<file path="src/wdog_pkg.sv">
package wdog_pkg;
  // timing
  localparam int CLOCK_PERIOD_NS = 4;
  localparam int NS_PER_MS       = 1_000_000;
  localparam int SHORT_PERIOD_MS = 50;
  localparam int LONG_PERIOD_MS  = 200;
  localparam int SHORT_PERIOD_CYCLES = SHORT_PERIOD_MS * NS_PER_MS / CLOCK_PERIOD_NS;
  localparam int LONG_PERIOD_CYCLES  = LONG_PERIOD_MS * NS_PER_MS / CLOCK_PERIOD_NS;
  localparam int PERIOD_CNT_W        = 26;

  // frame layout: write flag, address, data
  localparam int FRAME_BITS    = 24;
  localparam int BIT_CNT_W     = 5;
  localparam int WRITE_BIT     = 23;
  localparam int ADDR_MSB      = 22;
  localparam int ADDR_LSB      = 16;
  localparam int ADDR_W        = 7;
  localparam logic [ADDR_W-1:0] ADDR_GENERAL_STATUS = 7'h00;
  localparam logic [ADDR_W-1:0] ADDR_GENERAL_CTRL1  = 7'h01;
  localparam logic [ADDR_W-1:0] ADDR_GENERAL_CTRL2  = 7'h02;

  // general_control_one fields
  localparam int TRIGGER_BIT = 0;
  localparam int PERIOD_BIT  = 1;
  localparam int UNLOCK_BIT  = 2;
  // general_control_two fields
  localparam int WDOFF_BIT   = 0;

  // status word shifted out on the data output
  localparam int ST_FAIL_SAFE_BIT = 23;
  localparam int ST_POS_MSB       = 22;
  localparam int ST_POS_LSB       = 21;
  localparam int ST_PERIOD_BIT    = 20;
  localparam int ST_WDOFF_BIT     = 19;

  // reset values
  localparam logic       TRIGGER_RESET = 1'b0;
  localparam logic       PERIOD_RESET  = 1'b0;
  localparam logic       WDOFF_RESET   = 1'b0;
  localparam logic [1:0] POS_RESET     = 2'h0;
  localparam logic [1:0] POS_Q1        = 2'h1;
  localparam logic [1:0] POS_Q2        = 2'h2;
  localparam logic [1:0] POS_Q3        = 2'h3;

  typedef enum logic [1:0] {FS_NONE, FS_WAIT_CLEAR, FS_WAIT_SET, FS_WAIT_RESET} fs_state_e;
endpackage : wdog_pkg

</file>
<file path="src/spi_timeout_watchdog.sv">
`timescale 1ns/1ps
// Contract
// - period_select picks short or long period
// - short period 50 ms, long 200 ms
// - timer starts at reset; service by inverting
// - valid toggle restarts counter at once
// - counter reaching period flags failure
// - rewriting same trigger value flags failure
// - failure latches fail-safe, defaults, drivers off
// - foreign frame in exit sequence restarts it
// - timer_position reports current quarter of period
// - short period: position not zeroed after timeout
// - watchdog active after reset without configuration
// - unlock frame then watchdog_off frame disables
// - unlock self-clears after the following frame
// - writing watchdog_off 0 re-enables immediately
// - undervoltage reset clears all, drivers off
module spi_timeout_watchdog
  import wdog_pkg::*;
#(
  parameter int SHORT_CYCLES = SHORT_PERIOD_CYCLES,
  parameter int LONG_CYCLES  = LONG_PERIOD_CYCLES,
  parameter int CNT_W        = PERIOD_CNT_W
)(
  input  wire logic       CLOCK,
  input  wire logic       RSTN,
  input  wire logic       SPI_SCK,
  input  wire logic       SPI_CS_N,
  input  wire logic       SPI_MOSI,
  output logic            SPI_MISO,
  output logic            FAIL_SAFE,
  output logic            DRIVERS_OFF,
  output logic [1:0]      TIMER_POSITION,
  output logic            PERIOD_SELECT,
  output logic            WATCHDOG_OFF
);

  if (SHORT_CYCLES < 4 || LONG_CYCLES <= SHORT_CYCLES || LONG_CYCLES >= (2 ** CNT_W))
  begin : g_bad_params
    $error("watchdog period parameters do not fit the counter");
  end

  function automatic logic [1:0] quarter_of(input logic [CNT_W-1:0] c,
                                            input logic [CNT_W-1:0] p);
    logic [CNT_W-1:0] q;
    q = p >> 2;
    if (c >= p - q)
      quarter_of = POS_Q3;
    else if (c >= (p >> 1))
      quarter_of = POS_Q2;
    else if (c >= q)
      quarter_of = POS_Q1;
    else
      quarter_of = POS_RESET;
  endfunction : quarter_of

  // link inputs: two flops, then an edge reference stage
  logic                  sck_s1, sck_s2, sck_q;
  logic                  csn_s1, csn_s2, csn_q;
  logic                  mosi_s1, mosi_s2;
  logic [FRAME_BITS-1:0] rx_shift, tx_shift, fdata, status_word;
  logic [BIT_CNT_W-1:0]  bit_cnt;
  logic                  frame_done, miso;

  always_ff @(posedge CLOCK or negedge RSTN)
  begin
    if (!RSTN)
    begin
      {sck_s1, sck_s2, sck_q}    <= 3'h0;
      {csn_s1, csn_s2, csn_q}    <= 3'h7;
      {mosi_s1, mosi_s2}         <= 2'h0;
    end
    else
    begin
      sck_s1  <= SPI_SCK;
      sck_s2  <= sck_s1;
      sck_q   <= sck_s2;
      csn_s1  <= SPI_CS_N;
      csn_s2  <= csn_s1;
      csn_q   <= csn_s2;
      mosi_s1 <= SPI_MOSI;
      mosi_s2 <= mosi_s1;
    end
  end

  wire sck_rise = sck_s2 & ~sck_q;
  wire sck_fall = ~sck_s2 & sck_q;
  wire csn_fall = ~csn_s2 & csn_q;
  wire csn_rise = csn_s2 & ~csn_q;

  // receive: sample on rising clock edge; only full-length frames count
  always_ff @(posedge CLOCK or negedge RSTN)
  begin
    if (!RSTN)
    begin
      rx_shift   <= '0;
      bit_cnt    <= '0;
      frame_done <= 1'b0;
      fdata      <= '0;
    end
    else
    begin
      frame_done <= 1'b0;
      if (csn_fall)
        bit_cnt <= '0;
      else if (!csn_s2 && sck_rise)
      begin
        rx_shift <= {rx_shift[FRAME_BITS-2:0], mosi_s2};
        if (bit_cnt != '1)
          bit_cnt <= bit_cnt + 1'b1;
      end
      if (csn_rise)
      begin
        frame_done <= (bit_cnt == BIT_CNT_W'(FRAME_BITS));
        fdata      <= rx_shift;
      end
    end
  end

  wire                  f_write    = fdata[WRITE_BIT];
  wire [ADDR_W-1:0]     f_addr     = fdata[ADDR_MSB:ADDR_LSB];
  wire                  wr_status  = frame_done & f_write & (f_addr == ADDR_GENERAL_STATUS);
  wire                  wr_ctrl1   = frame_done & f_write & (f_addr == ADDR_GENERAL_CTRL1);
  wire                  wr_ctrl2   = frame_done & f_write & (f_addr == ADDR_GENERAL_CTRL2);
  wire                  f_trig     = fdata[TRIGGER_BIT];

  // watchdog state
  logic             trigger_toggle, period_select, unlock, watchdog_off;
  logic             fail_safe, drivers_off, pos_hold, first_cycle;
  logic [1:0]       position;
  logic [CNT_W-1:0] cnt;
  fs_state_e        fs_state;

  wire [CNT_W-1:0] period = period_select ? CNT_W'(LONG_CYCLES) : CNT_W'(SHORT_CYCLES);
  wire timeout    = ~watchdog_off & (cnt == period - 1'b1);
  wire same_value = wr_ctrl1 & (f_trig == trigger_toggle);
  wire fail       = ~fail_safe & ~watchdog_off & (timeout | same_value);
  wire valid_trig = wr_ctrl1 & ~fail_safe & (f_trig != trigger_toggle);
  wire fs_step    = fail_safe & wr_ctrl1 &
                    (((fs_state == FS_WAIT_SET) & f_trig) |
                     ((fs_state == FS_WAIT_RESET) & ~f_trig));
  wire exit_done  = fs_step & (fs_state == FS_WAIT_RESET);

  // control registers; forced to defaults while in fail-safe
  always_ff @(posedge CLOCK or negedge RSTN)
  begin
    if (!RSTN)
    begin
      trigger_toggle <= TRIGGER_RESET;
      period_select  <= PERIOD_RESET;
      unlock         <= 1'b0;
      watchdog_off   <= WDOFF_RESET;
    end
    else if (fail || fail_safe)
    begin
      trigger_toggle <= TRIGGER_RESET;
      period_select  <= PERIOD_RESET;
      unlock         <= 1'b0;
      watchdog_off   <= WDOFF_RESET;
    end
    else if (frame_done)
    begin
      unlock <= wr_ctrl1 & fdata[UNLOCK_BIT];
      if (wr_ctrl1)
      begin
        trigger_toggle <= f_trig;
        period_select  <= fdata[PERIOD_BIT];
      end
      if (wr_ctrl2 && fdata[WDOFF_BIT] && unlock)
        watchdog_off <= 1'b1;
      else if (wr_ctrl2 && !fdata[WDOFF_BIT])
        watchdog_off <= 1'b0;
    end
  end

  // period counter; a disabled watchdog holds it at zero
  always_ff @(posedge CLOCK or negedge RSTN)
  begin
    if (!RSTN)
      cnt <= '0;
    else if (watchdog_off || valid_trig || timeout || fs_step || fail)
      cnt <= '0;
    else
      cnt <= cnt + 1'b1;
  end

  // exit sequence; any foreign frame sends it back to the start
  always_ff @(posedge CLOCK or negedge RSTN)
  begin
    if (!RSTN)
      fs_state <= FS_NONE;
    else
    begin
      case (fs_state)
        FS_NONE:
          if (fail)
            fs_state <= FS_WAIT_CLEAR;
        FS_WAIT_CLEAR:
          if (wr_status)
            fs_state <= FS_WAIT_SET;
        FS_WAIT_SET, FS_WAIT_RESET:
          if (frame_done)
          begin
            if (fs_step)
              fs_state <= (fs_state == FS_WAIT_SET) ? FS_WAIT_RESET : FS_NONE;
            else
              fs_state <= wr_status ? FS_WAIT_SET : FS_WAIT_CLEAR;
          end
          else if (timeout)
            fs_state <= FS_WAIT_CLEAR;
        default:
          fs_state <= FS_WAIT_CLEAR;
      endcase
    end
  end

  // drivers_off switches in the same cycle as fail_safe but is already set in reset
  always_ff @(posedge CLOCK or negedge RSTN)
  begin
    if (!RSTN)
    begin
      fail_safe   <= 1'b0;
      drivers_off <= 1'b1;
    end
    else
    begin
      if (fail)
        fail_safe <= 1'b1;
      else if (exit_done)
        fail_safe <= 1'b0;
      drivers_off <= fail | (fail_safe & ~exit_done);
    end
  end

  // position monitor; a short-period timeout freezes it until the trigger-set write of the exit sequence
  always_ff @(posedge CLOCK or negedge RSTN)
  begin
    if (!RSTN)
    begin
      position <= POS_RESET;
      pos_hold <= 1'b0;
    end
    else
    begin
      if (watchdog_off || period_select || valid_trig || fs_step)
        pos_hold <= 1'b0;
      else if (timeout)
        pos_hold <= 1'b1;
      if (watchdog_off)
        position <= POS_RESET;
      else if (!(pos_hold || (timeout && !period_select)))
        position <= quarter_of(cnt, period);
    end
  end

  // data output: status loaded at frame start, shifted on falling clock
  always_comb
  begin
    status_word                          = '0;
    status_word[ST_FAIL_SAFE_BIT]        = fail_safe;
    status_word[ST_POS_MSB:ST_POS_LSB]   = position;
    status_word[ST_PERIOD_BIT]           = period_select;
    status_word[ST_WDOFF_BIT]            = watchdog_off;
  end

  always_ff @(posedge CLOCK or negedge RSTN)
  begin
    if (!RSTN)
    begin
      tx_shift <= '0;
      miso     <= 1'b0;
    end
    else if (csn_fall)
    begin
      tx_shift <= status_word;
      miso     <= status_word[FRAME_BITS-1];
    end
    else if (!csn_s2 && sck_fall)
    begin
      tx_shift <= {tx_shift[FRAME_BITS-2:0], 1'b0};
      miso     <= tx_shift[FRAME_BITS-2];
    end
  end

  always_ff @(posedge CLOCK or negedge RSTN)
  begin
    if (!RSTN)
      first_cycle <= 1'b1;
    else
      first_cycle <= 1'b0;
  end

  assign SPI_MISO       = miso;
  assign FAIL_SAFE      = fail_safe;
  assign DRIVERS_OFF    = drivers_off;
  assign TIMER_POSITION = position;
  assign PERIOD_SELECT  = period_select;
  assign WATCHDOG_OFF   = watchdog_off;
endmodule : spi_timeout_watchdog

</file>
<file path="config.mk">
export PLATFORM = sky130hd
export DESIGN_NAME = spi_timeout_watchdog
export DESIGN_NICKNAME = d
export VERILOG_FILES = /design/src/wdog_pkg.sv /design/src/spi_timeout_watchdog.sv
export SDC_FILE = /design/constraint.sdc
export NUM_CORES = 1
export LEC_CHECK = 0
export BUFFER_PORTS_ARGS = -buffer_cell sky130_fd_sc_hd__buf_2
export CORE_AREA = 2 2 111 113
export DETAILED_ROUTE_END_ITERATION = 6
export DIE_AREA = 0 0 113 115
export PLACE_DENSITY = 0.67
export SLEW_MARGIN = 10
export SYNTH_ARGS = -nofsm -noshare
export SYNTH_HDL_FRONTEND = slang
export SYNTH_SLANG_ARGS = --single-unit
export TNS_END_PERCENT = 10
</file>
<file path="constraint.sdc">
create_clock -name CLOCK -period 2.5 [get_ports CLOCK]
set_input_delay 0.5 -clock CLOCK [delete_from_list [all_inputs] [get_ports CLOCK]]
set_output_delay 0.5 -clock CLOCK [all_outputs]
set_load 0.02 [all_outputs]
</file>
### Yosys cells after proc, flatten, opt, wreduce, memory -nomap -nowiden

Index checks and enable logic that the tools add are counted.
Widths: inputs -> output; s select.

* input bits: 5
* output and inout port bits: 7
* register bits: 123

* reductions and logical operators: 34
* bitwise logic cells: 33
* equality and inequality tests: 14
* magnitude comparators: 3
* multiplexer cells: 39
* $add $sub $neg: 4

Operators by type and width (count)
* $mux 26: 2
* $mux 23: 2
* $add 26x1->26 const B: 1
* $eq 26x26->1: 1
* $ge 26x24->1: 1
* $ge 26x25->1: 1
* $ge 26x26->1: 1
* $sub 26x1->26 const B: 1
* $sub 26x24->26: 1
* $mux 2: 11
* $and 1x1->1: 21
* $mux 1: 20
* $mux 5: 3
* $reduce_bool 2->1: 7
* $logic_or 1x1->1: 9
* $not 1->1: 9
* $reduce_and 2->1: 4
* $eq 7x1->1 const B: 1
* $eq 7x2->1 const B: 1
* $logic_not 7->1: 1
* $logic_and 1x1->1: 6
* $ne 2x2->1 const B: 3
* $pmux 2 s3: 1
* $add 5x1->5 const B: 1
* other kinds (13): 18

### Depth between registers and ports, before layout

* word-level depth: 9
* depth in mapped cells: 9
* gate-level depth less buffers: 8

### Worst setup path after synthesis

No wires, ideal clock.

* path kind: reg-to-reg
* start point: register period_select (netlist: PERIOD_SELECT)
* end point: register position[1] (netlist: TIMER_POSITION[1])
* arrival time: 2.687 ns
* path buffers: 0
* path slack: -0.274 ns
* cell stages (with the launch flop): 9
* setup time: 0.087 ns
* cell sequence: dfrtp_1 -> inv_1 -> ha_1 -> nand4b_4 -> or4b_4 -> nor4_2 -> a41oi_1 -> o211a_2 -> a211oi_2

* word-level cells in the longest chain between the ends: 7
* elaborated cells between the ends (all ways): 15
* classes of those cells: 2 x add/sub; 2 x order compare; 2 x eq/ne; 5 x mux; 1 x bitwise; 3 x reduce/logical

RTL lines
* start, declared: line spi_timeout_watchdog.sv:128 `logic trigger_toggle, period_select, unlock, watchdog_off;`
* start signal, assigned: line spi_timeout_watchdog.sv:167 `period_select <= fdata[PERIOD_BIT];`
* branches (longest 7 deep; another with $sub 26x24->26)
* end signal, assigned: line spi_timeout_watchdog.sv:252 `position <= quarter_of(cnt, period);`
* end, declared: line spi_timeout_watchdog.sv:130 `logic [1:0] position;`

Parallel ways; which one is timed is not known. The select of a mux whose other input is x is not followed.
A chain may end at the register's enable or synchronous reset.

### Final worst setup path

Same ends and word-level chain as after synthesis.

==> metrics.csv <==
metric,value,unit
cell area power density,578,mW/mm2
Synth top cells by count,"dfrtp_1 (87), nor2_1 (52), mux2_2 (34)",
status,finished with violations,
worst slew pin tran,0.574,ns
Rel. slew slack,0.617,
placed wire-length estimate,6.65,mm
share of cells above drive strength 1,0.223,
row count,40,
total CTS buffers,9,
CP top delay family,simple AND/OR/NAND/NOR gates,
clk_lat worst skew,0.34,ns
vias in the first global route,3377,
most common cell in the netlist,dfrtp_1,
largest family of logic cells by synthesized area,simple AND/OR/NAND/NOR gates,
initial DRC count,234,
routability cong.,0.871,
Die Wd,113,um
number of I/O pins,12,
Clock Skew,0.00464,ns
Worst Setup Start Kind,flip-flop,
CTS Buffer Depth,2,
global-route wire length before repair,16.1,mm
largest net degree at the start of global routing,45,
total track usage,0.155,
"Period Utilization, post-route",0.985,
Adder-Cell Fraction of Synth Area,0.0645,
sequential area share after synthesis,0.490,
min Tclk post-route,2.46,ns
final hold viol count,0,
XOR/XNOR Fraction of Synth Area,0.0546,
First-pass DRT Iterations,6,
H-tree depth,3,
Final Setup Violations,0,
dominant cell type by area after synthesis,dfrtp_1,
"Core Util, Final",0.454,
final-report max-slew violation count,0,
post-route ant nets,0,
Sink Count,91,
CP peak stage delay,0.52,ns
wire per inst,15.4,um
worst-path cell chain,"buf_4, ha_2, nand4b_4, or4b_4, nor4_4, a41oi_2, o211a_2, a211oi_2",
drt via density,5.39,
Initial Util,0.394,
routed wire length,9.42,mm
"slowest stage cell, crit path",or4b_4,
syn avg cell area,10.8,um2
Fmax,406,MHz
failing checks,DRC,
library cells used by synthesis,53,
Layout Nets,490,
critical setup path kind,flip-flop to flip-flop,
clock-pin transition on the worst setup and hold timing paths,0.06,ns
Final Power,3.10,mW
Port Buffers,11,
Synth Cell Area,0.00466,mm2
peak fanout along the critical path,8,
via count,3307,
Crit. End Element,flip-flop,
LEAKAGE,2.50,nW
YS warnings,0,
CTS tree,built,
Synth top area share,0.468,
post-synthesis async set-or-reset flop share,1.00,
Max-Cap Viols,0,
dominant synthesized flop cell,dfrtp_1,
initial antenna violation count,0,
RSZ-0062 raised after global routing,true,
Synth Area in Compound Gates,0.0847,
mux share of post-synthesis cell area,0.0973,
Worst Hold Class,primary input to async pin,
CORE AREA,0.0118,mm2
post-synthesis register bit count,91,
"Net Count, Synth",462,
"Arr. time, crit path",2.72,ns
WP data required,2.76,ns
# DRC,1,
Syn Inst Count,433,
"EDFF count, synth",0,
Synth area leaders,"dfrtp_1 (47%), mux2_2 (8.2%), ha_1 (6.4%)",
# fillers,1119,
root buf cell,clkbuf_16,
crit path buf inv count,1,
Max VDD drop,0.000465,V
simple logic cell fraction of the synthesized area,0.180,
n_diodes,0,
synthesis-to-finish area growth,15.2,%
"Remaining Overflow, GRT",0,
Die ar.,0.0130,mm2
Die H,115,um
==> logic make-up (layout without fill, tap and decap cells) <==
group,Yosys count,count (layout)
DFF,91,91
and+or+nand+nor,157,157
muxes,41,41
xor gates and xnor gates,29,29
buffers and inverters,31,64
AOI/OAI and AO/OA,60,60
adders and majority gates,24,24
==> where the power goes <==
part	internal, mW	switching [mW]
clock	0.812	0.578
sequential	1.54	0.0415
combinational	0.0647	0.0677
total	2.41	0.688
==> final timing paths <==
| path | startpoint | endpoint | slack (ns) | depth (start not counted) |
|---|---|---|---|---|
| min reg2reg | sck_s1 | sck_s2 | 0.35 | 0 |
| min | RSTN | cnt[25] | 0.15 | 1 |
| min in group CLOCK | SPI_CS_N | csn_s1 | 0.25 | 1 |
| max in group asynchronous | RSTN | cnt[11] | 1.73 | 2 |
| max reg2reg | PERIOD_SELECT | TIMER_POSITION[1] | 0.04 | 8 |
| max | PERIOD_SELECT | TIMER_POSITION[1] | 0.04 | 8 |
==> timing repair <==
action | CTS | global route
setup endpoints to repair | 0 | 34
gates resized for setup | 0 | 4
setup buffers | 0 | 1
hold buffers | 0 | 0
==> sequential cells by signal, summed over array words and instances, names as in the netlist, 2 cells and up <==
signal / flops
cnt: 26
fdata: 11
TIMER_POSITION: 2
fs_state: 2
tx_shift: 4
bit_cnt: 5
rx_shift: 24
==> final cells by class <==
type | instances | area, um2 | area share
inverter | 16 | 63.8 | 0.0119
multi-input combinational | 311 | 2280 | 0.425
clock inverter | 6 | 71.3 | 0.0133
clock buffer | 10 | 239 | 0.0446
timing repair buffer | 32 | 240 | 0.0448
sequential | 91 | 2280 | 0.426
tap | 147 | 184 | 0.0343
==> layer usage <==
layer  vias up  global-route usage  wire length [um]
met5         -                   0                 0
met4         0              0.0724               267
met3        21              0.0406               389
met2        81               0.262              4620
met1      1607               0.187              4140
li1       1598                   -                 -
==> placed cells by master, fill, tap and decap left out, types with 14 or more instances in the layout <==
cell	instances
buf_4	20
dfrtp_1	86
ha_1	22
inv_1	15
mux2_2	34
nand2_1	25
nand3_1	16
nor2_1	51
o21ai_0	18
xnor2_1	14
xor2_1	15
==> metrics by stage <==
stage / worst slack (ns) / area, um2 / setup TNS [ns] / instances / hold slack, ns
floorplan: 0.00161 / 4670 / 0 / 433 / 0.204
global placement: 0.170 / 5020 / 0 / 596 / 0.333
detailed placement: 0.112 / 5020 / 0 / 596 / 0.340
CTS: 0.0139 / 5330 / 0 / 612 / 0.161
global route: -0.0656 / 5360 / -0.0656 / 613 / 0.191
finish: 0.0371 / 5360 / 0 / 613 / 0.149
(Power assumes the default switching activity.)
